==> src/rtl/sdc_regs.vh <==
`ifndef SDC_REGS_VH
`define SDC_REGS_VH

// ==========================================================
// register addresses (13-bit address field of the instruction)
`define SDC_ADDR_PORT_CFG 13'h0000
`define SDC_ADDR_DEVICE_IDENTIFIER 13'h0001
`define SDC_ADDR_CHAN_SEL 13'h0005
`define SDC_ADDR_COMMIT 13'h00FF
`define SDC_ADDR_FUNC_FIRST 13'h0008
`define SDC_ADDR_FUNC_LAST 13'h003E
`define SDC_ADDR_FUNC_GLOBAL 13'h000B
`define SDC_ADDR_SHUFFLE 13'h000C

// ==========================================================
// sizes
`define SDC_FUNC_COUNT 55
`define SDC_INSTR_LAST 5'h0F
`define SDC_BYTE_LAST 5'h07

// ==========================================================
// reset values
`define SDC_PORT_CFG_RESET 8'h18
`define SDC_CHAN_SEL_RESET 8'hCF
`define SDC_FUNC_RESET 8'h00
`define SDC_SHUFFLE_RESET 8'h01
`define SDC_COMMIT_VALUE 8'h01

// ==========================================================
// field positions
`define SDC_CFG_LSB_HI 6
`define SDC_CFG_LSB_LO 1
`define SDC_CFG_SRST_HI 5
`define SDC_CFG_SRST_LO 2
`define SDC_CFG_FIXED_MASK 8'h18
`define SDC_SEL_A 0
`define SDC_SEL_B 1
`define SDC_COMMIT_BIT 0
`define SDC_INSTR_RW 15

`endif

==> src/rtl/sdc_spi_regs.v <==
`timescale 1ns/1ps
`include "sdc_regs.vh"

// Function
// - function registers 0x08..0x3E are shadowed; writes wait for a transfer.
// - writing 0x01 to 0xFF copies all shadow values to active at once.
// - the transfer bit clears itself after the copy.
// - local registers have one copy per channel.
// - channel-select bits in 0x05 steer local access, bit0 A, bit1 B.
// - with several channels selected, a write updates every selected copy.
// - host reads with one channel selected; several selected returns channel A.
// - global registers ignore the channel-select bits, except port config, which is written only with both A and B selected.
// - port config mirrors soft-reset and LSB-first in both nibbles; resets to 0x18.
// - every reset loads the configuration registers with defaults.
// - each access is a 16-bit instruction then 8-bit data words.
module sdc_spi_regs #(
    parameter [7:0] DEVICE_IDENTIFIER = 8'h5C // arbitrary identification value
) (
    input wire clk,
    input wire rstn,
    input wire spiSclk,
    input wire spiCsN,
    input wire sdioIn,
    output reg sdioOut,
    output reg sdioOe,
    output reg lsbFirst_reg,
    output reg [7:0] chanSel_reg,
    output wire [8*`SDC_FUNC_COUNT-1:0] activeA,
    output wire [8*`SDC_FUNC_COUNT-1:0] activeB
);
    // ======================================================
    // storage
    reg [7:0] shadowA [0:`SDC_FUNC_COUNT-1];
    reg [7:0] shadowB [0:`SDC_FUNC_COUNT-1];
    reg [7:0] actA [0:`SDC_FUNC_COUNT-1];
    reg [7:0] actB [0:`SDC_FUNC_COUNT-1];
    reg commit_reg;
    reg softRst_reg;

    // frame state
    reg sclkPrev_reg;
    reg [4:0] bitCnt_reg;
    reg inData_reg;
    reg isRead_reg;
    reg [12:0] addr_reg;
    reg [15:0] rxSr_reg;
    reg [7:0] txSr_reg;

    wire [2:0] syncBus;
    wire sclkS;
    wire csNS;
    wire sdioS;
    wire sclkRise;
    wire sclkFall;
    wire [15:0] rxNext;
    wire [7:0] rxByte;
    wire byteDone;
    wire instrDone;
    wire wrStrobe;
    integer i;
    genvar g;

    // ======================================================
    // helpers
    function isFunc;
        input [12:0] a;
        begin
            isFunc = (a >= `SDC_ADDR_FUNC_FIRST) && (a <= `SDC_ADDR_FUNC_LAST);
        end
    endfunction

    function [5:0] funcIdx;
        input [12:0] a;
        reg [12:0] d;
        begin
            // full-width subtract, then keep the index bits on purpose
            d = a - `SDC_ADDR_FUNC_FIRST;
            funcIdx = d[5:0];
        end
    endfunction

    function [7:0] funcDefault;
        input [12:0] a;
        begin
            if (a == `SDC_ADDR_SHUFFLE)
                funcDefault = `SDC_SHUFFLE_RESET;
            else
                funcDefault = `SDC_FUNC_RESET;
        end
    endfunction

    // streaming walks down in msb-first mode and up in lsb-first mode
    function [12:0] stepAddr;
        input [12:0] a;
        input up;
        begin
            stepAddr = up ? a + 13'h0001 : a - 13'h0001;
        end
    endfunction

    function [7:0] readByte;
        input [12:0] a;
        reg [5:0] k;
        begin
            k = funcIdx(a);
            readByte = 8'h00;
            if (a == `SDC_ADDR_PORT_CFG)
                readByte = `SDC_CFG_FIXED_MASK |
                    {1'b0, lsbFirst_reg, 4'h0, lsbFirst_reg, 1'b0};
            else if (a == `SDC_ADDR_DEVICE_IDENTIFIER)
                readByte = DEVICE_IDENTIFIER;
            else if (a == `SDC_ADDR_CHAN_SEL)
                readByte = chanSel_reg;
            else if (a == `SDC_ADDR_COMMIT)
                readByte = {7'h00, commit_reg};
            else if (isFunc(a) && (a == `SDC_ADDR_FUNC_GLOBAL || chanSel_reg[`SDC_SEL_A]))
                readByte = shadowA[k];
            else if (isFunc(a) && chanSel_reg[`SDC_SEL_B])
                readByte = shadowB[k];
        end
    endfunction

    // ======================================================
    // pin sampling; chip select idles high
    sdc_sync #(
        .WIDTH(3),
        .RESET_VAL(3'h2)
    ) u_sync (
        .clk(clk),
        .rstn(rstn),
        .dIn({spiSclk, spiCsN, sdioIn}),
        .dOut(syncBus)
    );

    assign sclkS = syncBus[2];
    assign csNS = syncBus[1];
    assign sdioS = syncBus[0];
    assign sclkRise = sclkS & ~sclkPrev_reg & ~csNS;
    assign sclkFall = ~sclkS & sclkPrev_reg & ~csNS;

    // lsb-first shifts right so the r/w bit always lands in bit 15
    assign rxNext = lsbFirst_reg ? {sdioS, rxSr_reg[15:1]} : {rxSr_reg[14:0], sdioS};
    assign rxByte = lsbFirst_reg ? rxNext[15:8] : rxNext[7:0];
    assign instrDone = sclkRise & ~inData_reg & (bitCnt_reg == `SDC_INSTR_LAST);
    assign byteDone = sclkRise & inData_reg & (bitCnt_reg == `SDC_BYTE_LAST);
    assign wrStrobe = byteDone & ~isRead_reg;

    // ======================================================
    // serial frame engine
    always @(posedge clk or negedge rstn) begin
        if (!rstn) begin
            sclkPrev_reg <= 1'b0;
            bitCnt_reg <= 5'h00;
            inData_reg <= 1'b0;
            isRead_reg <= 1'b0;
            addr_reg <= 13'h0000;
            rxSr_reg <= 16'h0000;
            txSr_reg <= 8'h00;
            sdioOut <= 1'b0;
            sdioOe <= 1'b0;
        end else begin
            sclkPrev_reg <= sclkS;
            if (csNS) begin
                // frame ends; release the pin at once
                bitCnt_reg <= 5'h00;
                inData_reg <= 1'b0;
                sdioOe <= 1'b0;
            end else if (sclkRise) begin
                rxSr_reg <= rxNext;
                if (instrDone) begin
                    inData_reg <= 1'b1;
                    isRead_reg <= rxNext[`SDC_INSTR_RW];
                    addr_reg <= rxNext[12:0];
                    txSr_reg <= readByte(rxNext[12:0]);
                    bitCnt_reg <= 5'h00;
                end else if (byteDone) begin
                    addr_reg <= stepAddr(addr_reg, lsbFirst_reg);
                    txSr_reg <= readByte(stepAddr(addr_reg, lsbFirst_reg));
                    bitCnt_reg <= 5'h00;
                end else begin
                    bitCnt_reg <= bitCnt_reg + 5'h01;
                end
            end else if (sclkFall && inData_reg && isRead_reg) begin
                // drive on the falling edge so the host samples on the rise
                sdioOe <= 1'b1;
                sdioOut <= lsbFirst_reg ? txSr_reg[0] : txSr_reg[7];
                txSr_reg <= lsbFirst_reg ? {1'b0, txSr_reg[7:1]} : {txSr_reg[6:0], 1'b0};
            end
        end
    end

    // ======================================================
    // register bank
    always @(posedge clk or negedge rstn) begin
        if (!rstn) begin
            lsbFirst_reg <= 1'b0;
            chanSel_reg <= `SDC_CHAN_SEL_RESET;
            commit_reg <= 1'b0;
            softRst_reg <= 1'b0;
            for (i = 0; i < `SDC_FUNC_COUNT; i = i + 1) begin
                shadowA[i] <= funcDefault(i[12:0] + `SDC_ADDR_FUNC_FIRST);
                shadowB[i] <= funcDefault(i[12:0] + `SDC_ADDR_FUNC_FIRST);
                actA[i] <= funcDefault(i[12:0] + `SDC_ADDR_FUNC_FIRST);
                actB[i] <= funcDefault(i[12:0] + `SDC_ADDR_FUNC_FIRST);
            end
        end else if (softRst_reg) begin
            lsbFirst_reg <= 1'b0;
            chanSel_reg <= `SDC_CHAN_SEL_RESET;
            commit_reg <= 1'b0;
            softRst_reg <= 1'b0;
            for (i = 0; i < `SDC_FUNC_COUNT; i = i + 1) begin
                shadowA[i] <= funcDefault(i[12:0] + `SDC_ADDR_FUNC_FIRST);
                shadowB[i] <= funcDefault(i[12:0] + `SDC_ADDR_FUNC_FIRST);
                actA[i] <= funcDefault(i[12:0] + `SDC_ADDR_FUNC_FIRST);
                actB[i] <= funcDefault(i[12:0] + `SDC_ADDR_FUNC_FIRST);
            end
        end else begin
            if (commit_reg) begin
                for (i = 0; i < `SDC_FUNC_COUNT; i = i + 1) begin
                    actA[i] <= shadowA[i];
                    actB[i] <= shadowB[i];
                end
            end
            commit_reg <= 1'b0;
            if (wrStrobe) begin
                if (addr_reg == `SDC_ADDR_PORT_CFG) begin
                    // only honoured with every channel selected
                    if (chanSel_reg[`SDC_SEL_A] && chanSel_reg[`SDC_SEL_B]) begin
                        lsbFirst_reg <= rxByte[`SDC_CFG_LSB_HI] | rxByte[`SDC_CFG_LSB_LO];
                        softRst_reg <= rxByte[`SDC_CFG_SRST_HI] | rxByte[`SDC_CFG_SRST_LO];
                    end
                end else if (addr_reg == `SDC_ADDR_CHAN_SEL) begin
                    chanSel_reg <= rxByte;
                end else if (addr_reg == `SDC_ADDR_COMMIT) begin
                    if (rxByte[`SDC_COMMIT_BIT])
                        commit_reg <= 1'b1;
                end else if (isFunc(addr_reg)) begin
                    // writes land in the shadow only
                    if (addr_reg == `SDC_ADDR_FUNC_GLOBAL) begin
                        shadowA[funcIdx(addr_reg)] <= rxByte;
                        shadowB[funcIdx(addr_reg)] <= rxByte;
                    end else begin
                        if (chanSel_reg[`SDC_SEL_A])
                            shadowA[funcIdx(addr_reg)] <= rxByte;
                        if (chanSel_reg[`SDC_SEL_B])
                            shadowB[funcIdx(addr_reg)] <= rxByte;
                    end
                end
            end
        end
    end

    // ======================================================
    // active copies leave straight from their flops
    generate
        for (g = 0; g < `SDC_FUNC_COUNT; g = g + 1) begin : gOut
            assign activeA[8*g+7:8*g] = actA[g];
            assign activeB[8*g+7:8*g] = actB[g];
        end
    endgenerate
endmodule

==> src/rtl/sdc_sync.v <==
`timescale 1ns/1ps

// ==========================================================
// two-flop synchroniser for pin inputs
module sdc_sync #(
    parameter WIDTH = 1,
    parameter [WIDTH-1:0] RESET_VAL = {WIDTH{1'b0}}
) (
    input wire clk,
    input wire rstn,
    input wire [WIDTH-1:0] dIn,
    output reg [WIDTH-1:0] dOut
);
    reg [WIDTH-1:0] meta_reg;

    // first stage feeds only the second stage
    always @(posedge clk or negedge rstn) begin
        if (!rstn) begin
            meta_reg <= RESET_VAL;
            dOut <= RESET_VAL;
        end else begin
            meta_reg <= dIn;
            dOut <= meta_reg;
        end
    end
endmodule

==> config.mk <==
export PLATFORM = sky130hd
export DESIGN_NAME = sdc_spi_regs
export DESIGN_NICKNAME = d
export VERILOG_FILES = /design/src/rtl/sdc_spi_regs.v /design/src/rtl/sdc_sync.v
export VERILOG_INCLUDE_DIRS = /design/src /design/src/rtl
export SDC_FILE = /design/constraint.sdc
export NUM_CORES = 2
export LEC_CHECK = 0
export BUFFER_PORTS_ARGS = -buffer_cell sky130_fd_sc_hd__buf_4
export CELL_PAD_IN_SITES_DETAIL_PLACEMENT = 1
export CELL_PAD_IN_SITES_GLOBAL_PLACEMENT = 1
export CORE_MARGIN = 4
export CORE_UTILIZATION = 42
export CTS_CLUSTER_DIAMETER = 50
export DETAILED_ROUTE_END_ITERATION = 10
export PLACE_DENSITY_LB_ADDON = 0.1
export SLEW_MARGIN = 20
export SYNTH_ARGS = -nofsm -noshare
export SYNTH_HDL_FRONTEND = slang
export SYNTH_SLANG_ARGS = --single-unit
==> constraint.sdc <==
create_clock -name clk -period 10.5 [get_ports clk]
set_input_delay 3.15 -clock clk [delete_from_list [all_inputs] [get_ports clk]]
set_output_delay 3.15 -clock clk [all_outputs]
set_load 0.01 [all_outputs]
# ---- Word-level counts from Yosys, hierarchy flattened
# Cells that the tools add are included.
dict set report word_totals {
  register_bits 1824
  latchBits 0
  ramBits 0
  rom_bits 0
  output_inout_bits 891
  elab_cells 416
  mem_count 0
}
dict set report op_classes {
  add_sub_neg 6
  multipliers 0
  div 0
  magnitude_cmp 10
  n_eq_ne 18
  shifts 0
  mux 87
  bitwise_logic 20
  reduce_logical 40
}
# cell n
set ops {}
lappend ops {{2-to-1 mux 440 bit} 20}
lappend ops {{bitwise mux 440 bit} 2}
lappend ops {{2-to-1 mux 8 bit} 31}
lappend ops {{binary-select mux 8 bit (select 6 bit)} 4}
lappend ops {{demux 8 bit (select 6 bit)} 1}
lappend ops {{equality test 13 x 3 -> 1 bit (second input constant)} 3}
lappend ops {{equality test 13 x 4 -> 1 bit (second input constant)} 3}
lappend ops {{equality test 13 x 8 -> 1 bit (second input constant)} 3}
lappend ops {{>= comparator 13 x 4 -> 1 bit (second input constant)} 3}
lappend ops {{<= comparator 13 x 6 -> 1 bit (second input constant)} 3}
lappend ops {{zero test 13 bit} 3}
lappend ops {{2-to-1 mux 13 bit} 3}
lappend ops {{equality test 13 x 1 -> 1 bit (second input constant)} 2}
lappend ops {{nonzero test 2 bit} 11}
lappend ops {{>= comparator 7 bit (second input constant)} 3}
lappend ops {{2-to-1 mux 1 bit} 21}
lappend ops {{NOT 6 -> 7 bit} 3}
lappend ops {{2-to-1 mux 5 bit} 4}
lappend ops {{AND reduction 3 bit} 6}
lappend ops {{subtractor 6 x 4 -> 6 bit (second input constant)} 3}
lappend ops {{2-to-1 mux 16 bit} 1}
lappend ops {{adder 13 x 1 -> 13 bit (second input constant)} 1}
lappend ops {{subtractor 13 x 1 -> 13 bit (second input constant)} 1}
lappend ops {{AND reduction 6 bit} 2}
lappend ops {{other kinds (14)} 44}

# ---- Depth between registers and ports, before layout
dict set report logic_depth {
  word_depth 16
  mapped_depth 25
  ltp_nobuf 15
}

# ---- Hierarchy
# A second synthesis with hierarchy kept.
dict set report unflattened {
  hier_cells 8555
  area_unflattened_um2 89355.7
}
# module n_inst cells_per_inst area_per_inst_um2 seq_area_each_um2
set modules_own_cells {}
lappend modules_own_cells {sdc_spi_regs 1 8549 89203.1 45506.1}
lappend modules_own_cells {sdc_sync 1 6 152.6 152.6}

# ---- Least setup slack after synthesis
# OpenSTA, ideal clock, no wires.
dict set report synth_path {
  path_type {register to register}
  startpoint {reg lsbFirst_reg}
  endpoint {reg txSr_reg[5]}
  setup_time_ns 0.136
  arrival_time_ns 4.734
  path_slack_ns 5.630
  path_stages_with_launch 24
  synth_period_minus_slack_ns 4.870
  cell_sequence {dfrtp_1 buf_6 buf_6 buf_6 inv_1 buf_2 ha_1 a21o_1 a211oi_2 nor2_1 inv_1 buf_2 buf_2 buf_2 ha_1 xnor2_1 a21oi_1 nor2_1 buf_4 mux2_2 a221oi_1 o22ai_1 nand4_1 o211ai_1}
}
dict set report synth_between {
  elab_chain_cells 15
  elab_cells_between_ends 57
  cone_classes {add/sub (2); order compare (4); eq/ne (8); mux (31); bitwise (2); reduce/logical (10)}
}
# item line_no
set synth_rtl {}
lappend synth_rtl {{from (decl)} sdc_spi_regs.v:26} ;# output reg lsbFirst_reg,
lappend synth_rtl {{from (signal assigned)} sdc_spi_regs.v:229} ;# lsbFirst_reg <= rxByte[`SDC_CFG_LSB_HI] | rxByte[`SDC_CFG_LSB_LO];
lappend synth_rtl {{2-to-1 mux 13 bit} sdc_spi_regs.v:97} ;# stepAddr = up ? a + 13'h0001 : a - 13'h0001;
lappend synth_rtl {{subtractor 6 x 4 -> 6 bit (no source line)} n/a}
lappend synth_rtl {{NOT 6 -> 7 bit (implied by the code)} {sdc_spi_regs.v:117, sdc_spi_regs.v:119}}
lappend synth_rtl {{binary-select mux 8 bit (select 6 bit)} sdc_spi_regs.v:119} ;# readByte = shadowB[k];
lappend synth_rtl {{2-to-1 mux 8 bit (implied by the code) (2 in series)} sdc_spi_regs.v:119}
lappend synth_rtl {{2-to-1 mux 8 bit} sdc_spi_regs.v:118} ;# else if (isFunc(a) && chanSel_reg[`SDC_SEL_B])
lappend synth_rtl {{2-to-1 mux 8 bit} sdc_spi_regs.v:116} ;# else if (isFunc(a) && (a == `SDC_ADDR_FUNC_GLOBAL || chanSel_reg[`SDC_SEL_A]))
lappend synth_rtl {{2-to-1 mux 8 bit} sdc_spi_regs.v:114} ;# else if (a == `SDC_ADDR_COMMIT)
lappend synth_rtl {{2-to-1 mux 8 bit} sdc_spi_regs.v:112} ;# else if (a == `SDC_ADDR_CHAN_SEL)
lappend synth_rtl {{2-to-1 mux 8 bit} sdc_spi_regs.v:110} ;# else if (a == `SDC_ADDR_DEVICE_IDENTIFIER)
lappend synth_rtl {{2-to-1 mux 8 bit} sdc_spi_regs.v:107} ;# if (a == `SDC_ADDR_PORT_CFG)
lappend synth_rtl {{2-to-1 mux 8 bit} sdc_spi_regs.v:176} ;# end else if (byteDone) begin
lappend synth_rtl {{2-to-1 mux 8 bit} sdc_spi_regs.v:170} ;# if (instrDone) begin
lappend synth_rtl {{2-to-1 mux 8 bit *} sdc_spi_regs.v:168} ;# end else if (sclkRise) begin
lappend synth_rtl {{to (signal assigned)} sdc_spi_regs.v:174} ;# txSr_reg <= readByte(rxNext[12:0]);
lappend synth_rtl {{to (signal assigned)} sdc_spi_regs.v:178} ;# txSr_reg <= readByte(stepAddr(addr_reg, lsbFirst_reg));
lappend synth_rtl {{to (signal assigned)} sdc_spi_regs.v:187} ;# txSr_reg <= lsbFirst_reg ? {1'b0, txSr_reg[7:1]} : {txSr_reg[6:0], 1'b0};
lappend synth_rtl {{to (decl)} sdc_spi_regs.v:47} ;# reg [7:0] txSr_reg;
# Mark *: on every way between the ends. The rest lies on a longest branch, timed or not. The select of a mux whose other input is x is not followed.
# A chain may end at the register's enable or synchronous reset.

# ---- Worst setup path in the final report
dict set report layout_path {
  startpoint {reg lsbFirst_reg}
  endpoint {reg txSr_reg[4]}
}
# Same word-level chain as after synthesis.

==> summary.md <==
| Metric | Value |
|---|---|
| Remaining antenna violation count | 0 |
| Pre-Repair DR Iteration Count | 6 |
| Clock root buffer | clkbuf_16 |
| Commonest cells post-synth | 1812 x dfrtp_1, 1433 x nor2_1, 1394 x nand2_1 |
| Initial Util | between 40% and 50% |
| Status | finished, final reports clean |
| Clock Power Share | roughly half |
| Post-Syn Area per Cell | roughly 10 µm² |
| Largest net degree at the start of global routing | roughly 170 |
| Dpl cells | approximately 12000 |
| Logic pwr share | 9.7% |
| Critical Path Start Type | register |
| Number of distinct library cells after synthesis | 92 |
| Vias per inst | approximately 6.4 |
| YS warnings | 0 |
| Buffers on Ports | about 900 |
| Initial antenna violation count | 36 |
| #FFs+latches synth | approximately 1800 |
| Sw Ratio | 28.2% |
| Slew HR | approximately 16% |
| Worst min path class | register to register |
| Layout Skew | approximately 0.057 ns |
| Maximum clock rate | about 150 MHz |
| Residual DRC | 0 |
| # setup viols final | 0 |
| Pwr/cell area | 159 nW/µm² |
| I/O pin total | between 800 and 900 |
| CP Capture Type | register |
| CP max FO | 43 |
| Htree depth | 4 |
| Sequential power share | between 40% and 50% |
| Syn Inst Count | between 8000 and 9000 |
| Predominant post-synthesis flop cell | dfrtp_1 |
| EDFF count, synth | 0 |
| Final std cells w/o fill | 12500 |
| CTS sink cnt | ~1800 |
| Netlist Area Pre-Place | between 80000 and 90000 µm² |
| Clock transition at the registers of the reported paths | around 0.060 ns |
| Number of hold buffers added after cts | 0 |
| Register area share after synthesis | about half |
| Area contributors post-synth | dfrtp_1 51%, mux2i_1 11%, mux4_2 6.3% |
| Resized cells post-CTS | 0 |
| Post-route clock period utilization | 65.1% |
| Post-CTS setup buffer count | 0 |
| Slew Viols, Final | 0 |
| Peak VDD IR | between 0.15 and 0.2 mV |
| Hpwl dp | between 300000 and 400000 µm |
| Synth async-reset ratio | 100% |
| Reg2Reg Setup Slack | between 3 and 4 ns |
| Number of global-route vias before repair | roughly 80000 |
| P_leak | 0.0463 µW |
| Unrepaired setup endpoints after global routing | false |
| First-iteration detailed-routing DRC count | approximately 9400 |
| Core Area | between 200000 and 250000 µm² |
| Layout Utilization | between 50% and 60% |
| Fin. Hold Viols | 0 |
| Post-synth top area share | roughly half |
| Die X | approximately 470 µm |
| CTS buffer count | between 200 and 250 |
| Layout Nets | 9513 |
| Layout cell share with drive strength beyond 1 | 18.7% |
| CP required | 11.27 ns |
| Area leader, netlist | dfrtp_1 |
| Via count | approximately 80000 |
| Most common cell in the netlist | dfrtp_1 |
| Area of the multi-input gates | just over 40000 µm² |
| FF+latch area | roughly 46000 µm² |
| Die height | ~470 µm |
| Fill cells | 22900 |
| GP Congestion | 0.964 |
| First-pass GRT wire length | 617000 µm |
| Routed len/inst | 35.1 µm |
| Worst Tran Pin Value | ~1.3 ns |
| GRT Total Usage | 39.1% |
| Die Area | approximately 220000 µm² |
| Area grow syn2layout | 19.2% |
| Site Rows | 168 |
| Pint | roughly 12000 µW |
| Setup TNS | 0 ns |
| Crit Path Category | register to register |
| WL final | between 400000 and 500000 µm |
| Congestion Overflow GR | 0 |
| Max Root-Sink Buffers | 3 |
| Post-Syn Nets | 8899 |
| CTS tree | yes |
| Number of max-cap violations | 0 |
| Switching power total | 4770 µW |
| Clock latency on the worst-skew pair | around 0.9 ns |
| Fin crit period | between 6 and 7 ns |
| Worst path arrival time | approximately 7.6 ns |
## power groups by stage
stage	logic [µW]	registers [µW]	clock network (µW)
2_1_floorplan	597	7180	0
3_3_place_gp	1570	7200	0
3_5_place_dp	1580	7200	0
4_1_cts	1590	7070	8280
5_1_grt	1650	7070	8600
6_report	1650	7080	8190
## critical path: stages (launching register included)
cell	delay (ns)
dfrtp_4	0.90
inv_1	0.47
buf_4	0.34
ha_1	0.39
a21o_1	0.26
a211oi_4	0.76
buf_8	0.25
nor2_4	0.05
clkinv_2	0.07
ha_1	0.22
xor2_1	0.21
o21ai_0	0.14
nand2_1	0.93
nand3_1	0.62
and3_1	0.39
o32ai_1	0.40
nand2_1	0.14
a2bb2oi_1	0.17
## placed cells by master (no fill, tap or decap), types with 18 or more instances in the layout
cell type / synthesis / final
nor4_1: 18 / 18
nor2_1: 1433 / 1419
nand3b_1: 159 / 159
nand2b_1: 77 / 76
o21ai_0: 754 / 753
and3_1: 39 / 37
nand4_1: 25 / 25
nand2_1: 1394 / 1387
clkbuf_8: 0 / 33
dfrtp_1: 1812 / 1808
buf_4: 39 / 1027
clkinv_2: 0 / 37
clkbuf_16: 0 / 228
a311oi_1: 21 / 21
o22ai_1: 21 / 21
a221oi_1: 19 / 19
mux2i_1: 1011 / 1008
buf_12: 1 / 19
clkbuf_1: 433 / 34
a211oi_1: 234 / 234
nor3_1: 32 / 26
nand3_1: 344 / 344
ha_1: 22 / 21
a31oi_1: 54 / 54
inv_6: 0 / 18
bufinv_16: 0 / 22
mux4_2: 249 / 249
inv_1: 22 / 21
a21oi_1: 151 / 150
## layout make-up
type	instances	share of cell area, %
Antenna cell	13	0.0306
Tap cell	2805	3.30
Clock inverter	129	1.51
Timing Repair Buffer	1054	7.75
Multi-Input combinational cell	6355	38.4
Inverter	24	0.0860
Sequential cell	1824	43.0
Clock buffer	295	5.92
## routing by layer
layer / track usage [%] / vias up / part of all wire (%)
met5: 0 / - / 0.022
met4: 20.4 / 16 / 6.1
met3: 8.61 / 1141 / 9.0
met2: 59.6 / 4483 / 45
met1: 52.5 / 41800 / 40
li1: - / 32400 / -
## stage by stage
| stage | setup WS (ns) | area, µm² | hold WS [ns] | total power [µW] |
|---|---|---|---|---|
| 3_3_place_gp | 3.82 | 98200 | 0.339 | 8770 |
| 6_report | 3.67 | 106000 | 0.360 | 16900 |
| 4_1_cts | 3.96 | 106000 | 0.355 | 16900 |
| 5_1_grt | 3.61 | 106000 | 0.362 | 17300 |
| 2_1_floorplan | 5.63 | 89100 | 0.331 | 7770 |
| 3_5_place_dp | 3.98 | 98200 | 0.343 | 8790 |
## logic make-up (layout without fill, tap and decap cells)
logic type,Yosys count,in the layout,synth area share [%]
AND/OR/NAND/NOR,3592,3592,17.1
flip-flops,1824,1824,51.3
AO/OA/AOI/OAI,1439,1439,9.77
multiplexers,1281,1281,18.0
buffers and inverters,692,1502,3.43
adder cells (fa/ha/maj),23,23,0.331
XOR/XNOR,20,20,0.197
other,0,13,0
## path summary, 6_finish.rpt
path / startpoint / endpoint / cells after the start
worst min register to register: u_sync.meta_reg[1]$_DFF_PN1_ / u_sync.dOut[1]$_DFF_PN1_ / 0
max in group asynchronous: rstn / shadowB[337]$_DFFE_PN0P_ / 3
min in group asynchronous: rstn / activeB[236]$_DFFE_PN0P_ / 1
worst min-delay path: u_sync.meta_reg[1]$_DFF_PN1_ / u_sync.dOut[1]$_DFF_PN1_ / 0
worst max-delay path: lsbFirst_reg$_DFFE_PN0P_ / txSr_reg[4]$_DFFE_PN0P_ / 17
worst max register to register: lsbFirst_reg$_DFFE_PN0P_ / txSr_reg[4]$_DFFE_PN0P_ / 17
Power figures use the tool's default switching activity.
